## config.mk

```make
export PLATFORM = sky130hd
export DESIGN_NAME = vsr_valley_skip_frequency_reducer
export DESIGN_NICKNAME = d
export VERILOG_FILES = /design/src/hw/vsr_pkg.sv /design/src/hw/vsr_valley_skip_frequency_reducer.sv
export SDC_FILE = /design/constraint.sdc
export NUM_CORES = 1
export LEC_CHECK = 0
export ABC_AREA = 0
export ABC_CLOCK_PERIOD_IN_PS = 3870
export BUFFER_PORTS_ARGS = -buffer_cell sky130_fd_sc_hd__buf_2
export CORE_ASPECT_RATIO = 1.4
export CORE_MARGIN = 4
export CORE_UTILIZATION = 45
export CTS_CLUSTER_SIZE = 8
export DETAILED_ROUTE_END_ITERATION = 10
export SLEW_MARGIN = 25
export SYNTH_ARGS = -nofsm -noshare
export SYNTH_HDL_FRONTEND = slang
export SYNTH_SLANG_ARGS = --single-unit
```

## constraint.sdc

```tcl
create_clock -name clk_in -period 3.87 [get_ports clk_in]
set_clock_uncertainty 0.05 [all_clocks]
set_input_delay 0.774 -clock clk_in [delete_from_list [all_inputs] [get_ports clk_in]]
set_output_delay 0.774 -clock clk_in [all_outputs]
set_load 0.1 [all_outputs]
```

## src/hw/vsr_pkg.sv

```systemverilog
// Package with constants and carrier types for the valley-skip frequency reducer.
package vsr_pkg;

    localparam int unsigned CLK_FREQ_HZ = 200000000;
    localparam int unsigned EVAL_PERIOD_MS = 48;
    localparam int unsigned EVAL_PERIOD_CYCLES = EVAL_PERIOD_MS * (CLK_FREQ_HZ / 1000);
    localparam int unsigned SOFT_START_MS = 12;
    localparam int unsigned SOFT_START_STEPS = 4;
    localparam int unsigned SOFT_STEP_CYCLES =
        SOFT_START_MS * (CLK_FREQ_HZ / 1000) / SOFT_START_STEPS;
    localparam int unsigned RING_LONG_NS = 5000;
    localparam int unsigned RING_LONG_CYCLES = RING_LONG_NS / 5;
    localparam int unsigned RING_SHORT_NS = 2500;
    localparam int unsigned RING_SHORT_CYCLES = RING_SHORT_NS / 5;
    localparam int unsigned MAX_OFF_NS = 50000;
    localparam int unsigned MAX_OFF_CYCLES = MAX_OFF_NS / 5;

    localparam logic [2:0] SKIP_MIN = 3'h1;
    localparam logic [2:0] SKIP_MAX = 3'h7;
    localparam logic [2:0] SKIP_RESET = 3'h1;
    localparam logic [2:0] VALLEY_MAX = 3'h7;
    localparam logic [1:0] SOFT_STEP_LAST = 2'h3;
    localparam int unsigned CNT_W = 32;

    // Unsynchronised comparator flags coming from the analog front end; the block synchronises them.
    typedef struct packed {
        logic valley_sense;
        logic ring_level_high;
        logic output_overvoltage;
        logic above_count_up;
        logic above_count_down;
        logic above_counter_reset;
        logic peak_reached;
        logic winding_short;
    } vsr_comp_t;

    // Latched protection events.
    typedef struct packed {
        logic overvoltage;
        logic short_winding;
    } vsr_fault_t;

endpackage

```

## src/hw/vsr_valley_skip_frequency_reducer.sv

```systemverilog
// Valley-skip frequency reducer with digital soft-start and switch timing.
//
// Contract
// Soft-start begins when operation starts.
// Soft-start lasts 12ms in 4 steps.
// Peak limit rises from 0.32V to 1V.
// Turn-on digital, turn-off from analog comparison.
// Skip counter holds valleys skipped before turn-on.
// Evaluate feedback each 48ms, update at end.
// Always below low threshold: increment, saturate 7.
// Above low, never above high: hold.
// Above high, never reset threshold: decrement.
// Above reset threshold: force counter to 1.
// Counter stays within 1 to 7.
// Counter starts at 1.
// Thresholds selected by line voltage level.
// Ringing suppression blocks false turn-on.
// Overvoltage from valley input versus threshold.
// Shorted winding checked only while switch on.
// Valley count 0..7, counts falls, clears on-edge.
// After suppression, turn on when count reaches skip.
// No turn-on during ringing suppression.
// Max off interval forces turn-on.
// Comparators synchronised; period flags cleared each period.
// Soft-start step index 0..3 per quarter.
`timescale 1ns/1ps

module vsr_valley_skip_frequency_reducer
    import vsr_pkg::*;
(
    input wire logic clk_in,
    input wire logic rst_n_in,
    input wire logic operation_start_in,
    input wire logic high_line_in,
    input wire vsr_comp_t comp_in,
    output logic gate_drive_out,
    output logic [1:0] soft_step_out,
    output logic soft_start_done_out,
    output logic [2:0] skip_count_out,
    output logic [2:0] valley_count_out,
    output logic high_line_select_out,
    output vsr_fault_t fault_out,
    output logic latched_off_out
);

    typedef enum logic [1:0] {
        VSR_IDLE,
        VSR_ON,
        VSR_RING,
        VSR_WAIT
    } vsr_state_t;

    vsr_comp_t sync1_reg;
    vsr_comp_t sync2_reg;
    vsr_comp_t sync3_reg;
    vsr_state_t state_reg;
    logic running_reg;
    logic [CNT_W-1:0] eval_cnt_reg;
    logic [CNT_W-1:0] soft_cnt_reg;
    logic [CNT_W-1:0] ring_cnt_reg;
    logic [CNT_W-1:0] off_cnt_reg;
    logic [1:0] soft_step_reg;
    logic soft_done_reg;
    logic [2:0] skip_reg;
    logic [2:0] valley_reg;
    logic seen_low_reg;
    logic seen_high_reg;
    logic seen_reset_reg;
    logic high_line_reg;
    vsr_fault_t fault_reg;
    logic eval_end;
    logic valley_fall;
    logic turn_on;
    logic turn_off;
    logic [2:0] skip_next;
    logic gate_reg;
    logic gate_next;
    logic fault_any;
    logic latched_off_reg;

    // Two-stage synchroniser, plus a third stage for edge detection.
    always_ff @(posedge clk_in or negedge rst_n_in) begin
        if (!rst_n_in) begin
            sync1_reg <= '0;
            sync2_reg <= '0;
            sync3_reg <= '0;
        end else begin
            sync1_reg <= comp_in;
            sync2_reg <= sync1_reg;
            sync3_reg <= sync2_reg;
        end
    end

    // Operation runs from the first start request until a protection latch trips.
    always_ff @(posedge clk_in or negedge rst_n_in) begin
        if (!rst_n_in) begin
            running_reg <= 1'b0;
        end else if (operation_start_in && !fault_any) begin
            running_reg <= 1'b1;
        end else if (fault_any) begin
            running_reg <= 1'b0;
        end
    end

    // Soft-start sequencer.
    // The step index selects the current-sense limit; the top step is the final level.
    always_ff @(posedge clk_in or negedge rst_n_in) begin
        if (!rst_n_in) begin
            soft_cnt_reg <= '0;
            soft_step_reg <= 2'h0;
            soft_done_reg <= 1'b0;
        end else if (running_reg && !soft_done_reg) begin
            if (soft_cnt_reg == CNT_W'(SOFT_STEP_CYCLES - 1)) begin
                soft_cnt_reg <= '0;
                if (soft_step_reg == SOFT_STEP_LAST) begin
                    soft_done_reg <= 1'b1;
                end else begin
                    soft_step_reg <= soft_step_reg + 2'h1;
                end
            end else begin
                soft_cnt_reg <= soft_cnt_reg + CNT_W'(1);
            end
        end
    end

    // Evaluation period timer.
    assign eval_end = running_reg && (eval_cnt_reg == CNT_W'(EVAL_PERIOD_CYCLES - 1));

    always_ff @(posedge clk_in or negedge rst_n_in) begin
        if (!rst_n_in) begin
            eval_cnt_reg <= '0;
        end else if (!running_reg || eval_end) begin
            eval_cnt_reg <= '0;
        end else begin
            eval_cnt_reg <= eval_cnt_reg + CNT_W'(1);
        end
    end

    // Line-level threshold selection is held for a whole period.
    always_ff @(posedge clk_in or negedge rst_n_in) begin
        if (!rst_n_in) begin
            high_line_reg <= 1'b0;
        end else if (!running_reg || eval_end) begin
            high_line_reg <= high_line_in;
        end
    end

    // Per-period threshold flags; the current sample is folded in at the period end.
    always_ff @(posedge clk_in or negedge rst_n_in) begin
        if (!rst_n_in) begin
            seen_low_reg <= 1'b0;
            seen_high_reg <= 1'b0;
            seen_reset_reg <= 1'b0;
        end else if (!running_reg || eval_end) begin
            seen_low_reg <= 1'b0;
            seen_high_reg <= 1'b0;
            seen_reset_reg <= 1'b0;
        end else begin
            seen_low_reg <= seen_low_reg | sync2_reg.above_count_up;
            seen_high_reg <= seen_high_reg | sync2_reg.above_count_down;
            seen_reset_reg <= seen_reset_reg | sync2_reg.above_counter_reset;
        end
    end

    // Period verdict: the strongest threshold seen decides; saturation keeps 1 to 7.
    always_comb begin
        skip_next = skip_reg;
        if (seen_reset_reg || sync2_reg.above_counter_reset) begin
            skip_next = SKIP_RESET;
        end else if (seen_high_reg || sync2_reg.above_count_down) begin
            if (skip_reg > SKIP_MIN) begin
                skip_next = skip_reg - 3'h1;
            end
        end else if (seen_low_reg || sync2_reg.above_count_up) begin
            skip_next = skip_reg;
        end else if (skip_reg < SKIP_MAX) begin
            skip_next = skip_reg + 3'h1;
        end
    end

    // The skip count restarts from one whenever operation stops, for a full-load start.
    always_ff @(posedge clk_in or negedge rst_n_in) begin
        if (!rst_n_in) begin
            skip_reg <= SKIP_RESET;
        end else if (!running_reg) begin
            skip_reg <= SKIP_RESET;
        end else if (eval_end) begin
            skip_reg <= skip_next;
        end
    end

    // Switch timing.
    // A valley is a falling edge seen between the second and third synchroniser stages.
    assign valley_fall = sync3_reg.valley_sense && !sync2_reg.valley_sense;
    assign turn_off = sync2_reg.peak_reached;

    // Turn-on is only considered once ringing suppression has ended.
    always_comb begin
        turn_on = 1'b0;
        if (state_reg == VSR_WAIT) begin
            if (valley_reg >= skip_reg) begin
                turn_on = 1'b1;
            end else if (off_cnt_reg >= CNT_W'(MAX_OFF_CYCLES - 1)) begin
                turn_on = 1'b1;
            end
        end
    end

    always_ff @(posedge clk_in or negedge rst_n_in) begin
        if (!rst_n_in) begin
            state_reg <= VSR_IDLE;
        end else if (!running_reg) begin
            state_reg <= VSR_IDLE;
        end else begin
            case (state_reg)
                VSR_IDLE: begin
                    state_reg <= VSR_ON;
                end
                VSR_ON: begin
                    if (turn_off) begin
                        state_reg <= VSR_RING;
                    end
                end
                VSR_RING: begin
                    if (ring_cnt_reg == '0) begin
                        state_reg <= VSR_WAIT;
                    end
                end
                VSR_WAIT: begin
                    if (turn_on) begin
                        state_reg <= VSR_ON;
                    end
                end
                default: begin
                    state_reg <= VSR_IDLE;
                end
            endcase
        end
    end

    // Ringing suppression length depends on the valley input level at turn-off.
    always_ff @(posedge clk_in or negedge rst_n_in) begin
        if (!rst_n_in) begin
            ring_cnt_reg <= '0;
        end else if (!running_reg) begin
            ring_cnt_reg <= '0;
        end else if (state_reg == VSR_ON && turn_off) begin
            ring_cnt_reg <= sync2_reg.ring_level_high ? CNT_W'(RING_SHORT_CYCLES - 1)
                : CNT_W'(RING_LONG_CYCLES - 1);
        end else if (ring_cnt_reg != '0) begin
            ring_cnt_reg <= ring_cnt_reg - CNT_W'(1);
        end
    end

    // Off-time counter runs from turn-off, so the limit holds even without valleys.
    always_ff @(posedge clk_in or negedge rst_n_in) begin
        if (!rst_n_in) begin
            off_cnt_reg <= '0;
        end else if (state_reg == VSR_ON || state_reg == VSR_IDLE) begin
            off_cnt_reg <= '0;
        end else begin
            off_cnt_reg <= off_cnt_reg + CNT_W'(1);
        end
    end

    // Valley count saturates at its maximum rather than wrapping back to zero.
    always_ff @(posedge clk_in or negedge rst_n_in) begin
        if (!rst_n_in) begin
            valley_reg <= 3'h0;
        end else if (state_reg == VSR_ON || state_reg == VSR_IDLE) begin
            valley_reg <= 3'h0;
        end else if (valley_fall && valley_reg < VALLEY_MAX) begin
            valley_reg <= valley_reg + 3'h1;
        end
    end

    // Protection latches; cleared only by reset.
    always_ff @(posedge clk_in or negedge rst_n_in) begin
        if (!rst_n_in) begin
            fault_reg <= '0;
        end else begin
            if (state_reg == VSR_RING || state_reg == VSR_WAIT) begin
                if (sync2_reg.output_overvoltage) begin
                    fault_reg.overvoltage <= 1'b1;
                end
            end
            if (state_reg == VSR_ON && sync2_reg.winding_short) begin
                fault_reg.short_winding <= 1'b1;
            end
        end
    end

    assign fault_any = fault_reg.overvoltage | fault_reg.short_winding;

    // Gate request per state; a stopped or faulted converter keeps the switch off.
    always_comb begin
        gate_next = 1'b0;
        case (state_reg)
            VSR_IDLE: begin
                gate_next = 1'b1;
            end
            VSR_ON: begin
                gate_next = !turn_off;
            end
            VSR_RING: begin
                gate_next = 1'b0;
            end
            VSR_WAIT: begin
                gate_next = turn_on;
            end
            default: begin
                gate_next = 1'b0;
            end
        endcase
        if (!running_reg || fault_any) begin
            gate_next = 1'b0;
        end
    end

    always_ff @(posedge clk_in or negedge rst_n_in) begin
        if (!rst_n_in) begin
            gate_reg <= 1'b0;
        end else begin
            gate_reg <= gate_next;
        end
    end

    // The latched-off flag trails the fault latches by one cycle; the registered gate falls in that same cycle.
    always_ff @(posedge clk_in or negedge rst_n_in) begin
        if (!rst_n_in) begin
            latched_off_reg <= 1'b0;
        end else begin
            latched_off_reg <= fault_any;
        end
    end

    assign gate_drive_out = gate_reg;
    assign latched_off_out = latched_off_reg;
    assign fault_out = fault_reg;
    assign soft_step_out = soft_step_reg;
    assign soft_start_done_out = soft_done_reg;
    assign skip_count_out = skip_reg;
    assign valley_count_out = valley_reg;
    assign high_line_select_out = high_line_reg;

endmodule // vsr_valley_skip_frequency_reducer

```

==> flow_metrics.tcl <==
set metrics [dict create \
    status "finished clean" \
    fin_crit_sh_pct 69.1 \
    grt_pass1_vias 6313 \
    internal-power_mw 4.21 \
    synth_flop_cell "dfrtp_1" \
    slowest_stage "o31ai_4" \
    vias 6130 \
    wl_per_cell_um 15.8 \
    dieArea_sq_mm 0.0206 \
    post_cts_resized 0 \
    numCtsBuffers 17 \
    layout.cells.most_common "dfrtp_1" \
    dp_hpwl_um 11700 \
    path_max_fanout 24 \
    switching_share_pct 40.9 \
    synth_cells 818 \
    htreeDepth 4 \
    p_sw_mw 2.91 \
    ys_types 70 \
    hold_viol 0 \
    cp-end-kind "flip-flop" \
    total_power_mw 7.12 \
    nets 866 \
    worstPathRequired_ns 4.12 \
    crit_buf_inv 1 \
    antenna_left 0 \
    drtIter0Drc 357 \
    drcViolationCount 0 \
    fin_area_sq_mm 0.00920 \
    seqPwrFrac_pct 28.9 \
    p_leak_nw 3.92 \
    rows 58 \
    setup-tns-final_ns 0 \
    cts_tree "yes" \
    final-setup-viol-count 0 \
    clock_sinks 165 \
    synth_edf_count 0 \
    combinationalPowerShare_pct 47.1 \
    yosys_warnings 0 \
    pwr-share-clk_pct 23.9 \
    die_width_um 123 \
    fin_crit_ns 2.67 \
    synth-async-reset-ratio_pct 100 \
    grt_pass1_wl_um 29700 \
    post_cts.repair.setup_buffers 0 \
    gr-total-overflow 0 \
    clock_latency_ns 0.42 \
    fp.dieH_um 168 \
    ys_ff_latch 165 \
    antennaDiodeCount 0 \
    clk_pin_slew_ns 0.07 \
    postCtsHoldBufs 0 \
    vdd_drop_max_mv 0.761 \
    drt_wl_total_um 17200 \
    layout-area-overhead-vs-synth_pct 11.3 \
    vias_per_cell 5.64 \
    place_area_sq_mm 0.00861 \
    grt_max_degree 72 \
    place_congestion 0.805 \
    tightestPinTransition_ns 0.979 \
    critPathMaxStageDelay_ns 0.62 \
    avgSynthCellArea_sq_um 10.1 \
    drive_gt1_share_pct 10.2 \
    design.core.area_sq_mm 0.0180 \
    hold_path_class "in2async" \
    slew_headroom_pct 34.2 \
    final_cell_mix "dfrtp_1 (164), nor2_1 (106), xnor2_1 (64)" \
    numPortBuffers 25 \
    gr-usage-all-layers_pct 17.6 \
    drtPass1Iterations 6 \
    criticalPathCategory "reg2reg" \
    synth_seq_area_share_pct 50.0 \
    clockBufferDepth 2 \
    grt_antenna_before_repair 0 \
    rsz0062_at_grt "no" \
    p_per_area_mw_per_mm2 774 \
    root_buffer "clkbuf_16" \
    cp_top_family "compound AO/OA/AOI/OAI gates" \
    start_util_pct 45.9 \
    cp_cell_sequence "ha_1 > nand2_1 > or3_1 > o31ai_4 > buf_4 > mux2_2" \
    netlist_area_sq_mm 0.00826 \
    crit_arrival_ns 2.93 \
    maxSlewViolCount 0 \
    final_util_pct 51.1 \
    max_freq_mhz 374 \
    io_pins 26 \
    maxCapViolations 0 \
    synth_nets 848 \
    critPathLaunchType "flip-flop" \
]
-- area by class of cell --
type | instances | area, sq um
flip-flops and latches | 165 | 4130
clock buffers | 21 | 460
inverters | 20 | 75.1
multi-input cells | 600 | 3910
fillers | 1673 | 8800
clock inverters | 8 | 128
well taps | 240 | 300
repair buffers | 32 | 196
-- power groups by stage --
stage / clock, mW / combinational, mW / sequential (mW)
4_1_cts: 1.74 / 4.72 / 2.15
2_1_floorplan: 0 / 3.69 / 2.20
5_1_grt: 1.81 / 5.04 / 2.17
3_3_place_gp: 0 / 4.58 / 2.16
3_5_place_dp: 0 / 3.62 / 2.10
6_report: 1.70 / 3.36 / 2.06
-- path summary, 6_finish.rpt --
kind	start	to	cells after the start	slack, ns
max	eval_cnt_reg[0]	high_line_select_out	6	1.20
min	rst_n_in	ring_cnt_reg[20]	1	0.30
max reg2reg	eval_cnt_reg[0]	high_line_select_out	6	1.20
min reg2reg	sync1_reg[6]	sync2_reg[6]	0	0.30
max in group asynchronous	rst_n_in	skip_count_out[0]	2	2.61
min in group clk_in	sync1_reg[6]	sync2_reg[6]	0	0.30
-- layer usage --
layer,up-vias,track usage [%],wire (um)
met5,-,0,0
met4,0,6.68,282
met3,20,3.02,461
met2,85,29.3,8770
met1,3081,22.7,7650
li1,2944,-,-
-- cell usage after synthesis, drive strengths merged, types with 2 or more instances --
cell     count  share of area (%)
a21oi       22                1.3
or4         16                1.5
xor2        31                3.3
nand4b       2               0.39
or2          4               0.30
nor2       106                4.8
a211oi       2               0.18
clkbuf      21               0.97
o31ai        9               0.82
a41o         2               0.27
and4         7               0.74
o21a         2               0.18
and3        13               0.98
inv         20               0.91
and2         8               0.61
dfrtp      164                 50
nor3        30                2.0
o41ai        6               0.64
mux2i        6               0.73
mux2         3               0.41
nand2       58                2.6
nand4       33                2.6
a2111oi      2               0.36
a311oi       2               0.21
o311ai       2               0.21
xnor2       64                6.8
or3         22                1.7
o21ai       15               0.91
a21o         5               0.45
nor4b        5               0.61
nor3b        2               0.18
ha          18                2.7
nand2b       6               0.45
a31oi        6               0.45
o211ai       2               0.18
nand3       38                2.4
buf         12                1.0
or4b         3               0.36
nor2b        5               0.47
nor4        31                2.7
-- worst reg2reg max path: stages (launching register included) --
cell and delay, ns:
dfrtp_1 0.39, ha_1 0.23, nand2_1 0.10, or3_1 0.43, o31ai_4 0.62, buf_4 0.38
mux2_2 0.37
-- cell families after synthesis --
kind of cell / Yosys count / synth area share [%]
simple gates: 392 / 25.8
flops: 165 / 50.0
xor+xnor: 95 / 10.1
compound gates: 86 / 7.38
buf+inv: 53 / 2.91
fa+ha+maj: 18 / 2.73
mux: 9 / 1.14
-- metrics by stage --
stage / setup WS (ns) / hold WS [ns] / std cells
3_5_place_dp: 1.20 / 0.285 / 1057
6_report: 1.20 / 0.299 / 1086
4_1_cts: 1.19 / 0.299 / 1086
3_3_place_gp: 1.28 / 0.285 / 1057
2_1_floorplan: 1.28 / 0.281 / 818
5_1_grt: 1.01 / 0.303 / 1086
Power figures use the tool's default switching activity.
